File: src/rtl/lpg_pkg.sv
package lpg_pkg;

  // register port geometry
  localparam int unsigned ADDR_W = 8;
  localparam int unsigned DATA_W = 8;

  // regulator channels, regulator five in bit 0 through regulator ten in bit 5
  localparam int unsigned NUM_REG = 6;

  // register addresses
  localparam logic [ADDR_W-1:0] ADDR_STATUS = 8'h3f;
  localparam logic [ADDR_W-1:0] ADDR_MASK   = 8'h40;

  // reset values
  localparam logic [NUM_REG-1:0] STATUS_RESET = 6'h00;
  localparam logic [NUM_REG-1:0] MASK_RESET   = 6'h3f;
  localparam logic [DATA_W-1:0]  READ_IDLE    = 8'h00;

  // reserved upper bits of both registers read as this
  localparam logic [DATA_W-NUM_REG-1:0] RSVD_READ = 2'h0;

  // synchroniser fill: cycles after reset release until a real previous sample exists
  localparam int unsigned PRIME_CYCLES = 3;
  localparam int unsigned PRIME_W      = 2;

  // whole state of the status block
  typedef struct packed {
    logic [NUM_REG-1:0] status;
    logic [NUM_REG-1:0] mask;
    logic [DATA_W-1:0]  rd_data;
    logic               rd_valid;
    logic               irq;
  } lpg_state_t;

endpackage

File: src/rtl/lpg_status.sv
`timescale 1ns/1ps

module lpg_status (
  // clock and reset
  input  wire logic                           sys_clk,
  input  wire logic                           reset_n,
  // register access port
  input  wire logic [lpg_pkg::ADDR_W-1:0]     reg_addr,
  input  wire logic                           reg_wr_en,
  input  wire logic [lpg_pkg::DATA_W-1:0]     reg_wr_data,
  input  wire logic                           reg_rd_en,
  output logic      [lpg_pkg::DATA_W-1:0]     reg_rd_data,
  output logic                                reg_rd_valid,
  // regulator power-good levels, asynchronous
  input  wire logic                           reg5_power_good,
  input  wire logic                           reg6_power_good,
  input  wire logic                           reg7_power_good,
  input  wire logic                           reg8_power_good,
  input  wire logic                           reg9_power_good,
  input  wire logic                           reg10_power_good,
  // flag view
  output logic                                reg5_pg_edge_flag,
  output logic                                reg6_pg_edge_flag,
  output logic                                reg7_pg_edge_flag,
  output logic                                reg8_pg_edge_flag,
  output logic                                reg9_pg_edge_flag,
  output logic                                reg10_pg_edge_flag,
  // mask view and masked interrupt request
  output logic      [lpg_pkg::NUM_REG-1:0]    ldo_pgood_edge_mask,
  output logic                                pg_irq_request
);

  lpg_pkg::lpg_state_t            state;
  lpg_pkg::lpg_state_t            next_state;
  logic [lpg_pkg::NUM_REG-1:0]    pg_async;
  logic [lpg_pkg::NUM_REG-1:0]    pg_edge;
  logic                           hit_status;
  logic                           hit_mask;
  logic [lpg_pkg::NUM_REG-1:0]    clear_bits;
  logic [lpg_pkg::NUM_REG-1:0]    next_status;
  logic [lpg_pkg::NUM_REG-1:0]    next_mask;

  // gather inputs in bit order: regulator five is bit 0
  assign pg_async = {reg10_power_good,
                     reg9_power_good,
                     reg8_power_good,
                     reg7_power_good,
                     reg6_power_good,
                     reg5_power_good};

  // synchronise and detect changes
  lpg_pg_sync #(
    .WIDTH    (lpg_pkg::NUM_REG)
  ) u_sync (
    .sys_clk  (sys_clk),
    .reset_n  (reset_n),
    .pg_async (pg_async),
    .pg_level (),
    .pg_edge  (pg_edge)
  );

  // address decode
  assign hit_status = (reg_addr == lpg_pkg::ADDR_STATUS);
  assign hit_mask   = (reg_addr == lpg_pkg::ADDR_MASK);

  // write-1-to-clear bits, reserved bits of the write data ignored
  assign clear_bits = (reg_wr_en && hit_status) ? reg_wr_data[lpg_pkg::NUM_REG-1:0]
                                                : lpg_pkg::STATUS_RESET;

  // sticky flags: clear first, then new edges set, so a coincident edge wins
  assign next_status = (state.status & ~clear_bits) | pg_edge;

  // mask register write, plain read/write storage of the six mask bits
  assign next_mask = (reg_wr_en && hit_mask) ? reg_wr_data[lpg_pkg::NUM_REG-1:0]
                                             : state.mask;

  // next state of the register file and read path
  always_comb begin
    next_state          = state;
    next_state.status   = next_status;
    next_state.mask     = next_mask;
    next_state.rd_valid = reg_rd_en;
    next_state.rd_data  = lpg_pkg::READ_IDLE;
    if (reg_rd_en) begin
      if (hit_status) begin
        next_state.rd_data = {lpg_pkg::RSVD_READ, state.status};
      end else if (hit_mask) begin
        next_state.rd_data = {lpg_pkg::RSVD_READ, state.mask};
      end else begin
        next_state.rd_data = lpg_pkg::READ_IDLE;                  // unmapped reads zero
      end
    end
    // request raised only by unmasked pending flags
    next_state.irq = |(next_status & ~next_mask);
  end

  // state register, power-on reset clears flags and sets masks
  always_ff @(posedge sys_clk or negedge reset_n) begin
    if (!reset_n) begin
      state.status   <= lpg_pkg::STATUS_RESET;
      state.mask     <= lpg_pkg::MASK_RESET;
      state.rd_data  <= lpg_pkg::READ_IDLE;
      state.rd_valid <= 1'b0;
      state.irq      <= 1'b0;
    end else begin
      state <= next_state;
    end
  end

  // outputs straight from the state register
  assign reg_rd_data         = state.rd_data;
  assign reg_rd_valid        = state.rd_valid;
  assign reg5_pg_edge_flag   = state.status[0];
  assign reg6_pg_edge_flag   = state.status[1];
  assign reg7_pg_edge_flag   = state.status[2];
  assign reg8_pg_edge_flag   = state.status[3];
  assign reg9_pg_edge_flag   = state.status[4];
  assign reg10_pg_edge_flag  = state.status[5];
  assign ldo_pgood_edge_mask = state.mask;
  assign pg_irq_request      = state.irq;

endmodule

File: src/rtl/lpg_pg_sync.sv
`timescale 1ns/1ps

// two-flop synchroniser plus change detector, one lane per regulator
module lpg_pg_sync #(
  parameter int unsigned WIDTH = lpg_pkg::NUM_REG
) (
  // clock and reset
  input  wire logic             sys_clk,
  input  wire logic             reset_n,
  // asynchronous power-good levels
  input  wire logic [WIDTH-1:0] pg_async,
  // synchronised level and one-cycle change pulse
  output logic      [WIDTH-1:0] pg_level,
  output logic      [WIDTH-1:0] pg_edge
);

  typedef struct packed {
    logic [WIDTH-1:0]            meta;
    logic [WIDTH-1:0]            sync;
    logic [WIDTH-1:0]            prev;
    logic [WIDTH-1:0]            edge_p;
    logic [lpg_pkg::PRIME_W-1:0] fill;
  } lpg_sync_state_t;

  lpg_sync_state_t state;
  lpg_sync_state_t next_state;

  // next state: meta feeds only sync; edges suppressed until prev holds a real sample
  always_comb begin
    next_state        = state;
    next_state.meta   = pg_async;
    next_state.sync   = state.meta;
    next_state.prev   = state.sync;
    if (state.fill != lpg_pkg::PRIME_W'(lpg_pkg::PRIME_CYCLES)) begin
      next_state.fill = state.fill + 2'h1;
    end
    // both rising and falling edges count, each lane on its own input only
    for (int i = 0; i < WIDTH; i++) begin
      next_state.edge_p[i] = (state.fill == lpg_pkg::PRIME_W'(lpg_pkg::PRIME_CYCLES)) &&
                             (state.sync[i] ^ state.prev[i]);
    end
  end

  // state register
  always_ff @(posedge sys_clk or negedge reset_n) begin
    if (!reset_n) begin
      state <= '0;
    end else begin
      state <= next_state;
    end
  end

  assign pg_level = state.prev;
  assign pg_edge  = state.edge_p;

endmodule

File: config.mk
export PLATFORM = sky130hd
export DESIGN_NAME = lpg_status
export DESIGN_NICKNAME = d
export VERILOG_FILES = /design/src/rtl/lpg_pkg.sv /design/src/rtl/lpg_status.sv /design/src/rtl/lpg_pg_sync.sv
export SDC_FILE = /design/constraint.sdc
export NUM_CORES = 1
export LEC_CHECK = 0
export BUFFER_PORTS_ARGS = -buffer_cell sky130_fd_sc_hd__buf_2
export CAP_MARGIN = 15
export CORE_MARGIN = 5
export CORE_UTILIZATION = 45
export CTS_CLUSTER_DIAMETER = 50
export DETAILED_ROUTE_END_ITERATION = 8
export GPL_ROUTABILITY_DRIVEN = 0
export HOLD_SLACK_MARGIN = 0.02
export MAX_ROUTING_LAYER = met4
export PLACE_DENSITY = 0.7
export SLEW_MARGIN = 10
export SYNTH_ARGS = -nofsm -noshare
export SYNTH_HDL_FRONTEND = slang
export SYNTH_HIERARCHICAL = 1
export SYNTH_SLANG_ARGS = --single-unit
File: constraint.sdc
create_clock -name sys_clk -period 1.3 [get_ports sys_clk]
set_input_delay 0.065 -clock sys_clk [delete_from_list [all_inputs] [get_ports sys_clk]]
set_output_delay 0.065 -clock sys_clk [all_outputs]
set_load 0.02 [all_outputs]
## Yosys cells after proc, flatten, opt, wreduce, memory -nomap -nowiden

Index checks and enable logic that the tools add are counted.
Widths: inputs -> output; s select.

| storage, ports and cells | value |
|---|---|
| word-level logic and storage cells | 40 |
| register bits after elaboration | 48 |
| memory bits (writable) | 0 |
| output and inout port bits | 22 |
| memories | 0 |
| bits in read-only memories | 0 |
| bits in latches | 0 |

| cells by class | value |
|---|---|
| equality and inequality tests | 4 |
| shift operators | 0 |
| add/sub/neg operators | 1 |
| reductions and logical operators | 9 |
| bitwise operators | 11 |
| multiplexer cells | 5 |
| multipliers | 0 |
| div/mod/pow operators | 0 |
| order comparisons | 0 |

Operators with widths:

| kind | count |
|---|---|
| $mux 6 | 4 |
| $and 6x6->6 | 2 |
| $not 6->6 | 2 |
| $eq 8x6->1 const B | 1 |
| $eq 8x7->1 const B | 1 |
| $logic_and 1x1->1 | 8 |
| $mux 8 | 1 |
| $or 6x6->6 | 1 |
| $reduce_or 6->1 | 1 |
| $xor 1x1->1 | 6 |
| $add 2x1->2 const B | 1 |
| $eq 2x2->1 const B | 1 |
| $ne 2x2->1 const B | 1 |

## Depth between registers and ports, before layout

| logic depth | value |
|---|---|
| depth after elaboration | 8 |
| mapped depth | 6 |

## By module

Netlist, hierarchy kept.

By module, submodules not included:

| module | sequential area each (sq um) | cells an instance | times used | area an instance (sq um) |
|---|---|---|---|---|
| lpg_status | 508.0 | 76 | 1 | 922.1 |
| lpg_pg_sync | 650.6 | 54 | 1 | 879.6 |

## Worst setup path after synthesis

OpenSTA, ideal clock, no wires.

| timing path | value |
|---|---|
| kind | input port to flip-flop |
| from | input reg_addr[1] in the netlist's numbering |
| to | register state, in the netlist pg_irq_request |
| path slack | 0.096 ns |
| stages on the path | 6 |
| path buffers | 1 |
| setup time | 0.134 ns |
| required time | 1.166 ns |
| data arrival time | 1.070 ns |
| cells stage by stage | nor4_4 > and3_1 > buf_2 > nand3_1 > a32oi_1 > nand4b_1 |

RTL lines:

| item | RTL line | RTL |
|---|---|---|
| from (decl) | lpg_status.sv:8 | `input wire logic [lpg_pkg::ADDR_W-1:0] reg_addr,` |
| to (signal assigned) | lpg_status.sv:106 | `state <= next_state;` |
| to (decl) | lpg_status.sv:33 | `lpg_pkg::lpg_state_t state;` |

==> results.py <==
metrics = {
    "place": {
        "placed_cells": 210,
        "portBuffers": 43,
        "place_area_mm2": 0.00201,
        "place_hpwl_um": 2330,
        "pre_cts_ws_ns": -0.122,
    },
    "power": {
        "leakage_nw": 1.03,
        "vdd_drop_max_v": 0.000574,
        "finalPower_w": 0.00257,
        "power_density_mw_per_mm2": 1170,
    },
    "die": {
        "die_w_um": 72.5,
        "coreArea_mm2": 0.00372,
        "start_util_pct": 47.3,
        "pin_count": 48,
        "placementRows": 22,
        "die_h_um": 72.5,
        "die-area_mm2": 0.00525,
    },
    "drt": {
        "dr.pass1.iters": 4,
        "wl_per_cell_um": 13.8,
        "drt-total-wl_um": 3140,
        "drc": 0,
        "drtIter0Drc": 42,
        "via_count": 1089,
        "ant_nets": 0,
        "avgViaCountPerCell": 4.78,
    },
    "status": {
        "status": "complete, no violations",
    },
    "critical_path": {
        "cp-end-kind": "register",
        "start_kind": "primary input",
        "arrival_ns": 1.32,
        "crit_type": "primary input to register",
        "path_max_fanout": 6,
        "critical_path_required_ns": 1.53,
        "rr_startpoint": "u_sync/state[0]$_DFFE_PN0P_",
        "setup.worst_path.start": "reg_addr[1]",
    },
    "final_layout": {
        "final_common_cell": "buf_2",
        "drive_above_1_share_pct": 39.4,
        "antenna_cells": 0,
        "stdcell_count": 228,
        "area_growth_pct": 25.2,
        "utilization_pct": 59.2,
        "layout.nets": 207,
        "layout_common_cells": "buf_2 (43), dfrtp_1 (40), dlygate4sd3_1 (10)",
        "final_cell_area_mm2": 0.00220,
    },
    "clock_network": {
        "htree_levels": 2,
        "cts_buffer_depth": 2,
        "cts_tree": "done",
        "clk_latency_ns": 0.29,
        "cts_sinks": 46,
        "cts_root_buf": "clkbuf_8",
        "cts_buffers": 5,
        "clk_pin_slew_ns": 0.07,
    },
    "logic_synthesis": {
        "synth.avg_cell_area_um2": 14.2,
        "syn_area_mm2": 0.00176,
        "syn_inst": 124,
        "ys_warn_count": 6,
    },
    "grt": {
        "grt_antenna_before_repair": 0,
        "grt_start_max_net_pins": 29,
        "grtUsageTotal_pct": 14.0,
        "grt_overflow": 0,
        "grt_pass1_vias": 1134,
        "grt_pass1_wl_um": 5330,
    },
    "sta": {
        "setup_viol": 0,
        "fin_crit_ns": 1.10,
        "worst_slack_ns": 0.204,
        "rsz0062_at_grt": "no",
        "final_max_slew_viol_count": 0,
        "fmax_mhz": 913,
        "fin_crit_sh_pct": 84.3,
        "hold_viol_final": 0,
        "clock_skew_ns": 0.00414,
    },
    "run": {
        "maxCapViolCount": 0,
    },
    "hold_path": {
        "worstHoldStart": "reg_wr_data[4]",
        "hold_class": "primary input to register",
    },
}
state kept, by name, indices dropped and copies added, names as in the netlist:
register             cells
reg_rd_data              6
reg_rd_valid             1
u_sync/pg_edge           6
ldo_pgood_edge_mask      6
reg9_pg_edge_flag        1
u_sync/pg_level          6
reg5_pg_edge_flag        1
u_sync/state             2
pg_irq_request           1
reg7_pg_edge_flag        1
reg8_pg_edge_flag        1
reg10_pg_edge_flag       1
reg6_pg_edge_flag        1
u_sync/next_state       12
what timing repair did:
item / 4_1_cts / 5_1_grt
hold endpoints to repair: 28 / 0
gates resized for setup: 0 / 0
buffers inserted: 0 / 0
hold buffers: 10 / 0
metrics by stage:
step / hold WS, ns / setup TNS (ns)
floorplan: -0.231 / 0
detailed placement: 0.0228 / -0.122
CTS: 0.0328 / 0
global placement: 0.0228 / -0.0626
global route: 0.0424 / 0
finish: 0.0467 / 0
report_power, final:
part | internal (W) | total (W) | switching [W]
clock | 0.000428 | 0.000849 | 0.000421
combinational | 0.0000936 | 0.000195 | 0.000101
sequential | 0.00150 | 0.00153 | 0.0000293
layer usage:
metal,wire (um),track usage (%),up-vias
met5,0,-,-
met1,1230,15.3,524
met4,61,6.35,0
met2,1560,22.6,39
li1,-,-,520
met3,291,5.26,6
worst max-delay path, cell delays in order:
cell,delay (ns)
buf_2,0.12
nor4_4,0.33
nand4_4,0.21
mux2_4,0.35
o22ai_2,0.13
nand4b_1,0.12
cell type report:
class	instances	area (um^2)
fill	292	1520
clock inverter	1	5.00
clock buffer	7	86.3
sequential	46	1160
timing repair buffer	58	365
tap	48	60.1
inverter	5	18.8
multi-input combinational	63	505
worst paths after layout:
kind	depth (start not counted)	slack, ns	to
max in group asynchronous	3	0.57	u_sync/next_state[13]$_DFF_PN0_
worst max-delay path	6	0.20	pg_irq_request$_DFF_PN0_
worst min register to register	0	0.35	u_sync/next_state[11]$_DFF_PN0_
worst max register to register	2	0.22	u_sync/state[1]$_DFFE_PN0P_
min in group asynchronous	2	0.25	pg_irq_request$_DFF_PN0_
worst min-delay path	2	0.05	ldo_pgood_edge_mask[4]$_DFF_PN1_
Note: power is estimated with default switching activity, not from simulation.
